==> src/logic/imdv_pkg.sv <==
// Purpose: Shared constants for the delta velocity and gyro offset register block.
// Assumes: Byte addresses, 16-bit register words, 100 MHz core clock.
// Notes: Saturation helper is shared by the integrator and the offset adders.
package imdv_pkg;
   localparam int REG_AW = 8;
   localparam int REG_DW = 16;
   localparam int SMP_W = 32;
   localparam int AXES = 3;
   localparam int FIFO_DEPTH = 16;
   localparam logic [7:0] OFS_ZV_LO = 8'h38;
   localparam logic [7:0] OFS_ZV_HI = 8'h3a;
   localparam logic [7:0] OFS_XB_LO = 8'h40;
   localparam logic [7:0] OFS_XB_HI = 8'h42;
   localparam logic [7:0] OFS_YB_LO = 8'h44;
   localparam logic [7:0] OFS_YB_HI = 8'h46;
   localparam logic [7:0] OFS_ZB_LO = 8'h48;
   localparam logic [7:0] OFS_ZB_HI = 8'h4a;
   localparam logic [15:0] BIAS_RST = 16'h0000;
   localparam logic [15:0] RD_NONE = 16'h0000;
   localparam logic [31:0] SAT_POS = 32'h7fff_ffff;
   localparam logic [31:0] SAT_NEG = 32'h8000_0000;
   localparam int CLK_HZ = 100_000_000;
   localparam int SAMPLE_HZ = 2000;
   localparam int TICK_CYC = CLK_HZ / SAMPLE_HZ;
   localparam int DEC_DEFAULT = 1;
   localparam int ACC_SHIFT_DEFAULT = 1;

   // Clamps a wide signed value into the 32-bit two's-complement range.
   function automatic logic [31:0] imdv_sat32(input logic signed [63:0] v);
      logic [31:0] r;
      r = v[31:0];
      if (v > $signed({32'h0000_0000, SAT_POS}))
      begin
         r = SAT_POS;
      end
      else if (v < $signed({32'hffff_ffff, SAT_NEG}))
      begin
         r = SAT_NEG;
      end
      return r;
   endfunction : imdv_sat32
endpackage : imdv_pkg

==> src/logic/imdv_fifo.sv <==
// Purpose: Flip-flop FIFO holding acceleration samples ahead of the integrator.
// Assumes: One push and one pop per cycle at most; rst is synchronous.
// Notes: in_ready and out_valid come from registered state.
`timescale 1ns/1ns
module imdv_fifo #(
   parameter int WIDTH = 32,
   parameter int DEPTH = 16
) (
   // Clock and reset.
   input wire logic core_clk,
   input wire logic rst,
   // Fill side.
   input wire logic in_valid,
   output logic in_ready,
   input wire logic [WIDTH-1:0] in_data,
   // Drain side.
   output logic out_valid,
   input wire logic out_ready,
   output logic [WIDTH-1:0] out_data
);
   import imdv_pkg::*;
   localparam int PW = $clog2(DEPTH);

   typedef struct packed {
      logic [DEPTH-1:0][WIDTH-1:0] mem;
      logic [PW-1:0] wr;
      logic [PW-1:0] rd;
      logic [PW:0] cnt;
      logic rdy;
      logic vld;
   } imdv_fifo_st_t;

   imdv_fifo_st_t s_r;
   imdv_fifo_st_t s_nxt;
   logic push;
   logic pop;

   always_comb
   begin
      s_nxt = s_r;
      push = in_valid && s_r.rdy;
      pop = out_ready && s_r.vld;
      if (push)
      begin
         s_nxt.mem[s_r.wr] = in_data;
         s_nxt.wr = (s_r.wr == PW'(DEPTH - 1)) ? '0 : s_r.wr + 1'b1;
      end
      if (pop)
      begin
         s_nxt.rd = (s_r.rd == PW'(DEPTH - 1)) ? '0 : s_r.rd + 1'b1;
      end
      s_nxt.cnt = s_r.cnt + (PW + 1)'(push) - (PW + 1)'(pop);
      s_nxt.rdy = s_nxt.cnt != (PW + 1)'(DEPTH);
      s_nxt.vld = s_nxt.cnt != '0;
   end

   always_ff @(posedge core_clk)
   begin
      if (rst)
      begin
         s_r <= '0;
      end
      else
      begin
         s_r <= s_nxt;
      end
   end

   assign in_ready = s_r.rdy;
   assign out_valid = s_r.vld;
   assign out_data = s_r.mem[s_r.rd];
endmodule : imdv_fifo

==> src/logic/imdv_integ.sv <==
// Purpose: Trapezoid integration of acceleration samples over one decimation period.
// Assumes: One sample per sample tick; DEC samples make one output.
// Notes: Result is scaled by an arithmetic right shift and saturated to 32 bits.
`timescale 1ns/1ns
module imdv_integ #(
   parameter int DEC = 1,
   parameter int ACC_SHIFT = 1
) (
   // Clock and reset.
   input wire logic core_clk,
   input wire logic rst,
   // Acceleration samples.
   input wire logic smp_valid,
   input wire logic [31:0] smp_data,
   // Velocity change result.
   output logic out_valid,
   output logic [31:0] out_data
);
   import imdv_pkg::*;

   typedef struct packed {
      logic signed [47:0] acc;
      logic signed [31:0] prev;
      logic [15:0] cnt;
      logic [31:0] out;
      logic outv;
   } imdv_integ_st_t;

   imdv_integ_st_t s_r;
   imdv_integ_st_t s_nxt;
   logic signed [47:0] total;

   always_comb
   begin
      s_nxt = s_r;
      s_nxt.outv = 1'b0;
      total = s_r.acc + 48'(signed'(smp_data)) + 48'(s_r.prev);
      if (smp_valid)
      begin
         s_nxt.prev = signed'(smp_data);
         if (s_r.cnt == 16'(DEC - 1))
         begin
            s_nxt.out = imdv_sat32(64'(total >>> ACC_SHIFT));
            s_nxt.outv = 1'b1;
            s_nxt.acc = '0;
            s_nxt.cnt = '0;
         end
         else
         begin
            s_nxt.acc = total;
            s_nxt.cnt = s_r.cnt + 16'h0001;
         end
      end
   end

   always_ff @(posedge core_clk)
   begin
      if (rst)
      begin
         s_r <= '0;
      end
      else
      begin
         s_r <= s_nxt;
      end
   end

   assign out_valid = s_r.outv;
   assign out_data = s_r.out;
endmodule : imdv_integ

==> src/logic/imdv_regs.sv <==
// Purpose: Z delta velocity output words and gyro offset words with their datapath.
// Assumes: The register port is the serial port's word interface, byte addressed.
// Notes: Acceleration samples queue in a FIFO and drain on the 2000 Hz sample tick.
`timescale 1ns/1ns
module imdv_regs #(
   parameter int TICK_CYCLES = imdv_pkg::TICK_CYC,
   parameter int DEC = imdv_pkg::DEC_DEFAULT,
   parameter int ACC_SHIFT = imdv_pkg::ACC_SHIFT_DEFAULT,
   parameter int FIFO_DEPTH = imdv_pkg::FIFO_DEPTH
) (
   // Clock and reset.
   input wire logic core_clk,
   input wire logic rst,
   // Register port.
   input wire logic [imdv_pkg::REG_AW-1:0] reg_addr,
   input wire logic reg_wr,
   input wire logic reg_rd,
   input wire logic [imdv_pkg::REG_DW-1:0] reg_wdata,
   output logic [imdv_pkg::REG_DW-1:0] reg_rdata,
   // Z acceleration samples.
   input wire logic acc_valid,
   output logic acc_ready,
   input wire logic [imdv_pkg::SMP_W-1:0] acc_data,
   // Factory-corrected gyro rates.
   input wire logic gyro_valid,
   input wire logic [imdv_pkg::SMP_W-1:0] gyro_x_in,
   input wire logic [imdv_pkg::SMP_W-1:0] gyro_y_in,
   input wire logic [imdv_pkg::SMP_W-1:0] gyro_z_in,
   // Offset-corrected gyro rates and sample tick.
   output logic [imdv_pkg::SMP_W-1:0] gyro_x_out,
   output logic [imdv_pkg::SMP_W-1:0] gyro_y_out,
   output logic [imdv_pkg::SMP_W-1:0] gyro_z_out,
   output logic sample_tick
);
   import imdv_pkg::*;

   typedef struct packed {
      logic [5:0][15:0] bias;
      logic [AXES-1:0][31:0] gyro_lat;
      logic [AXES-1:0][31:0] gyro_out;
      logic [31:0] vel;
      logic [15:0] rdata;
      logic [31:0] tick_cnt;
      logic tick;
      logic rdy;
   } imdv_main_st_t;

   imdv_main_st_t s_r;
   imdv_main_st_t s_nxt;
   logic fifo_in_ready;
   logic fifo_out_valid;
   logic [SMP_W-1:0] fifo_out_data;
   logic integ_valid;
   logic [31:0] integ_data;
   logic [AXES-1:0][SMP_W-1:0] gyro_in;
   logic [AXES-1:0][31:0] gyro_sum;
   logic [7:0] wadr;

   assign gyro_in[0] = gyro_x_in;
   assign gyro_in[1] = gyro_y_in;
   assign gyro_in[2] = gyro_z_in;
   assign wadr = {reg_addr[7:1], 1'b0};

   imdv_fifo #(
      .WIDTH(SMP_W),
      .DEPTH(FIFO_DEPTH)
   ) u_fifo (
      .core_clk(core_clk),
      .rst(rst),
      .in_valid(acc_valid),
      .in_ready(fifo_in_ready),
      .in_data(acc_data),
      .out_valid(fifo_out_valid),
      .out_ready(s_r.tick),
      .out_data(fifo_out_data)
   );

   imdv_integ #(
      .DEC(DEC),
      .ACC_SHIFT(ACC_SHIFT)
   ) u_integ (
      .core_clk(core_clk),
      .rst(rst),
      .smp_valid(s_r.tick && fifo_out_valid),
      .smp_data(fifo_out_data),
      .out_valid(integ_valid),
      .out_data(integ_data)
   );

   genvar ax;
   generate
      for (ax = 0; ax < AXES; ax++)
      begin : g_axis
         logic signed [63:0] wide;
         assign wide = 64'(signed'(s_r.gyro_lat[ax]))
            + 64'(signed'({s_r.bias[2*ax+1], s_r.bias[2*ax]}));
         assign gyro_sum[ax] = imdv_sat32(wide);
      end
   endgenerate

   always_comb
   begin
      s_nxt = s_r;
      s_nxt.rdy = fifo_in_ready;
      s_nxt.tick = 1'b0;
      if (s_r.tick_cnt == 32'(TICK_CYCLES - 1))
      begin
         s_nxt.tick_cnt = '0;
         s_nxt.tick = 1'b1;
      end
      else
      begin
         s_nxt.tick_cnt = s_r.tick_cnt + 32'h0000_0001;
      end
      if (gyro_valid)
      begin
         s_nxt.gyro_lat = gyro_in;
      end
      if (s_r.tick)
      begin
         s_nxt.gyro_out = gyro_sum;
      end
      if (integ_valid)
      begin
         s_nxt.vel = integ_data;
      end
      if (reg_wr)
      begin
         if (wadr == OFS_XB_LO)
         begin
            s_nxt.bias[0] = reg_wdata;
         end
         else if (wadr == OFS_XB_HI)
         begin
            s_nxt.bias[1] = reg_wdata;
         end
         else if (wadr == OFS_YB_LO)
         begin
            s_nxt.bias[2] = reg_wdata;
         end
         else if (wadr == OFS_YB_HI)
         begin
            s_nxt.bias[3] = reg_wdata;
         end
         else if (wadr == OFS_ZB_LO)
         begin
            s_nxt.bias[4] = reg_wdata;
         end
         else if (wadr == OFS_ZB_HI)
         begin
            s_nxt.bias[5] = reg_wdata;
         end
      end
      if (reg_rd)
      begin
         if (wadr == OFS_ZV_LO)
         begin
            s_nxt.rdata = s_r.vel[15:0];
         end
         else if (wadr == OFS_ZV_HI)
         begin
            s_nxt.rdata = s_r.vel[31:16];
         end
         else if (wadr == OFS_XB_LO)
         begin
            s_nxt.rdata = s_r.bias[0];
         end
         else if (wadr == OFS_XB_HI)
         begin
            s_nxt.rdata = s_r.bias[1];
         end
         else if (wadr == OFS_YB_LO)
         begin
            s_nxt.rdata = s_r.bias[2];
         end
         else if (wadr == OFS_YB_HI)
         begin
            s_nxt.rdata = s_r.bias[3];
         end
         else if (wadr == OFS_ZB_LO)
         begin
            s_nxt.rdata = s_r.bias[4];
         end
         else if (wadr == OFS_ZB_HI)
         begin
            s_nxt.rdata = s_r.bias[5];
         end
         else
         begin
            s_nxt.rdata = RD_NONE;
         end
      end
   end

   // Offsets clear to zero; velocity words have no defined value but start at zero.
   always_ff @(posedge core_clk)
   begin
      if (rst)
      begin
         s_r <= '0;
      end
      else
      begin
         s_r <= s_nxt;
      end
   end

   assign reg_rdata = s_r.rdata;
   assign acc_ready = s_r.rdy && fifo_in_ready;
   assign gyro_x_out = s_r.gyro_out[0];
   assign gyro_y_out = s_r.gyro_out[1];
   assign gyro_z_out = s_r.gyro_out[2];
   assign sample_tick = s_r.tick;
endmodule : imdv_regs

==> config.mk <==
export PLATFORM = sky130hd
export DESIGN_NAME = imdv_regs
export DESIGN_NICKNAME = d
export VERILOG_FILES = /design/src/logic/imdv_pkg.sv /design/src/logic/imdv_fifo.sv /design/src/logic/imdv_integ.sv /design/src/logic/imdv_regs.sv
export SDC_FILE = /design/constraint.sdc
export NUM_CORES = 2
export LEC_CHECK = 0
export BUFFER_PORTS_ARGS = -buffer_cell sky130_fd_sc_hd__buf_2
export CAP_MARGIN = 15
export CORE_UTILIZATION = 55
export CTS_BUF_LIST = sky130_fd_sc_hd__clkbuf_8
export CTS_CLUSTER_DIAMETER = 150
export DETAILED_ROUTE_END_ITERATION = 8
export PLACE_DENSITY = 0.72
export REMOVE_ABC_BUFFERS = 1
export SETUP_SLACK_MARGIN = 0.05
export SLEW_MARGIN = 20
export SYNTH_ARGS = -nofsm -noshare
export SYNTH_HDL_FRONTEND = slang
export SYNTH_SLANG_ARGS = --single-unit
==> constraint.sdc <==
create_clock -name core_clk -period 9 [get_ports core_clk]
set_input_delay 0.9 -clock core_clk [delete_from_list [all_inputs] [get_ports core_clk]]
set_output_delay 0.9 -clock core_clk [all_outputs]
set_load 0.05 [all_outputs]
==> flow_summary.yaml <==
critical_path:
  required_ns: 9.79
  r2r_cells: 16
  setup.worst_path.class: "reg2reg"
  r2r_start: "u_fifo.s_r[7]"
  reg2reg_slack_ns: 1.79
  worstPathMaxFanout: 31
  end_kind: "register"
  cp_data_arrival_time_ns: 8.00
  r2r_end: "u_integ.out_data[0]"
  crit_path_start_kind: "register"
sta:
  fin_skew_ns: 0.0515
  period_share_pct: 80.1
  slew_violations: 0
  fmax_mhz: 139
  rsz0062_at_grt: "no"
  relSlewSlack_pct: 20.4
  worst_slew_pin_slew_ns: 1.19
  setup_viol: 0
  hold_viol_final: 0
  period_needed_ns: 7.21
route:
  wl_um: 154000
  num_vias: 44800
  drt_pass1_iterations: 8
  via_per_inst: 5.97
  antenna_left: 0
  drcViolationCount: 0
  initialDrtViolationCount: 4349
  wl_per_cell_um: 20.5
clocking:
  htree_levels: 4
  cts_tree: "yes"
  cts-resized-gates: 0
  cts_setup_buffers: 0
  cts_hold_buf: 0
  clk_pin_slew_ns: 0.06
  cts_root_buf: "clkbuf_8"
  clock-sinks: 1026
  cts_buffers: 169
  clkLatencyLatePin_ns: 0.89
  cts_buffer_depth: 3
floorplanning:
  rows: 112
  dieWidth_um: 310
  die_area_um2: 96200
  ioPinCount: 272
  die_h_um: 310
  fp.coreArea_um2: 93700
  initial_core_util_pct: 55.7
status:
  status: "finished, final reports clean"
global_route:
  grt_max_degree: 161
  grt_remaining_overflow: 0
  grt_pass1_vias: 42100
  grt_pass1_wl_um: 236000
  antenna_found_initial: 19
  grt_usage_pct: 31.3
hold_path:
  whs_path_depth: 3
  hold_path_class: "in2reg"
  min_from: "gyro_x_in[29]"
  hold_end: "s_r[207]"
finish:
  syn_to_final_growth_pct: 8.67
  fillerInstances: 8176
  postLayoutCoreUtil_pct: 60.6
  drive_gt1_share_pct: 14.5
  seq_area_um2: 20600
  mostFrequentLayoutCells: "nand2_1, dfxtp_1, a21oi_1"
  multi_input_area_um2: 29000
  final_common_cell: "nand2_1"
  layout.nets: 6483
yosys:
  synth-seq-area-share_pct: 39.3
  yosys.cell_types.count: 108
  synth_ff_type: "dfxtp_1"
  syn_avg_cell_area_um2: 8.43
  yosysWarnings: 0
  syn_area_um2: 52300
  async_flop_share_pct: 0
  ys_ff_latch: 1026
  synth-edff-count: 0
  netlist_instances: 6195
power:
  leakagePower_nw: 21.2
  pwr_density_cell_nw_per_um2: 174
  power.total_mw: 9.89
  vdd_drop_max_v: 0.000142
placed_design:
  gp_congestion: 0.982
  post-dp-hpwl_um: 100000
  numPortBuffers: 270
run:
  drv_cap: 0
## layout make-up
| cell class | instances | share of cell area [%] |
|---|---|---|
| Clock inverter | 83 | 0.930 |
| Sequential cell | 1026 | 36.2 |
| Antenna cell | 8 | 0.0353 |
| Clock buffer | 215 | 5.21 |
| Timing Repair Buffer | 338 | 3.37 |
| Multi-Input combinational cell | 4524 | 51.1 |
| Tap cell | 1254 | 2.76 |
| Inverter | 58 | 0.383 |
## synthesized netlist by cell type (all sizes together), types with 12 or more instances
library cell / instances / area share [%]
nand2: 1482 / 11
ha: 156 / 3.7
nand4: 47 / 0.57
and2: 15 / 0.18
mux2i: 136 / 2.6
o211ai: 28 / 0.41
nand3: 69 / 0.66
nor2b: 23 / 0.28
nor4: 18 / 0.22
and3: 32 / 0.38
a21bo: 31 / 0.59
xnor2: 91 / 1.5
a22oi: 52 / 0.75
o21ai: 178 / 1.7
o21bai: 22 / 0.32
o31ai: 12 / 0.22
fa: 52 / 2.0
o21a: 19 / 0.27
nand2b: 34 / 0.41
nor3: 41 / 0.41
a211oi: 87 / 1.6
a21o: 85 / 1.2
or3: 16 / 0.19
a31oi: 14 / 0.19
buf: 178 / 2.3
xor2: 78 / 1.3
inv: 58 / 0.42
a311oi: 75 / 1.3
maj3: 33 / 0.70
a21oi: 816 / 7.8
dfxtp: 1026 / 39
mux4: 160 / 6.9
clkbuf: 409 / 2.9
a222oi: 16 / 0.31
nor2: 485 / 3.5
## worst max path at each step
| stage | start | to | cells after the start |
|---|---|---|---|
| 4_1_cts | u_fifo.s_r[7] | u_integ.out_data[0] | 16 |
| 3_3_place_gp | u_fifo.s_r[7] | u_integ.out_data[0] | 16 |
| 5_1_grt | u_fifo.s_r[7] | u_integ.out_data[0] | 16 |
| 3_5_place_dp | u_fifo.s_r[7] | u_integ.out_data[0] | 16 |
| 2_1_floorplan | u_fifo.s_r[7] | u_integ.out_data[0] | 15 |
| 6_report | u_fifo.s_r[7] | u_integ.out_data[0] | 16 |
## power by group
group	switching (mW)	total, mW	internal (mW)
Clock	1.95	4.20	2.24
Sequential	0.0542	4.68	4.63
Combinational	0.670	1.01	0.340
## critical path, stage by stage (launching register included)
cell      delay (ns)
dfxtp_4         0.72
buf_4           0.60
mux4_2          0.58
mux4_2          0.53
fa_1            0.51
ha_1            0.48
a21oi_2         0.17
o21ai_1         0.30
a21oi_1         0.13
o311ai_1        0.36
mux2_2          0.39
a211oi_2        0.36
o311ai_1        0.20
nor4b_2         0.32
nand4_2         0.73
a21bo_2         0.46
a211oi_1        0.21
## layer usage
layer / vias to the layer above / GRT usage [%] / wire [µm]
met5: - / 0 / 107
met4: 16 / 14.5 / 6720
met3: 450 / 5.37 / 12500
met2: 1786 / 51.1 / 71700
met1: 21300 / 40.5 / 63000
li1: 21200 / - / -
## flip-flops by register name (all words and copies together) (netlist names)
name	flops
gyro_y_out	32
u_fifo.in_ready	1
gyro_x_out	32
s_r	257
reg_rdata	16
u_fifo.out_valid	1
u_integ.out_data	32
u_integ.out_valid	1
u_integ.s_r	96
sample_tick	1
u_fifo.s_r	525
gyro_z_out	32
## kinds of logic (layout without fill, tap and decap cells)
| logic type | after synthesis | count (layout) | synth area share (%) |
|---|---|---|---|
| and+or+nand+nor | 2302 | 2302 | 18.1 |
| AOI/OAI and AO/OA | 1513 | 1513 | 18.1 |
| DFF | 1026 | 1026 | 39.3 |
| buffers and inverters | 645 | 694 | 5.65 |
| muxes | 299 | 299 | 9.57 |
| adders and majority gates | 241 | 241 | 6.43 |
| xor gates and xnor gates | 169 | 169 | 2.85 |
| other | 0 | 8 | 0 |
## per-stage QoR
stage          cells  setup slack [ns]  area (µm²)  hold WS (ns)  TNS [ns]
2_1_floorplan   5608             -2.46       49500         0.413    -87.80
3_3_place_gp    7200              1.87       53300         0.426         0
3_5_place_dp    7200              1.87       53300         0.433         0
4_1_cts         7498              1.81       56800         0.226         0
5_1_grt         7506              1.35       56800         0.259         0
6_report        7506              1.79       56800         0.273         0
(Power assumes the default switching activity.)
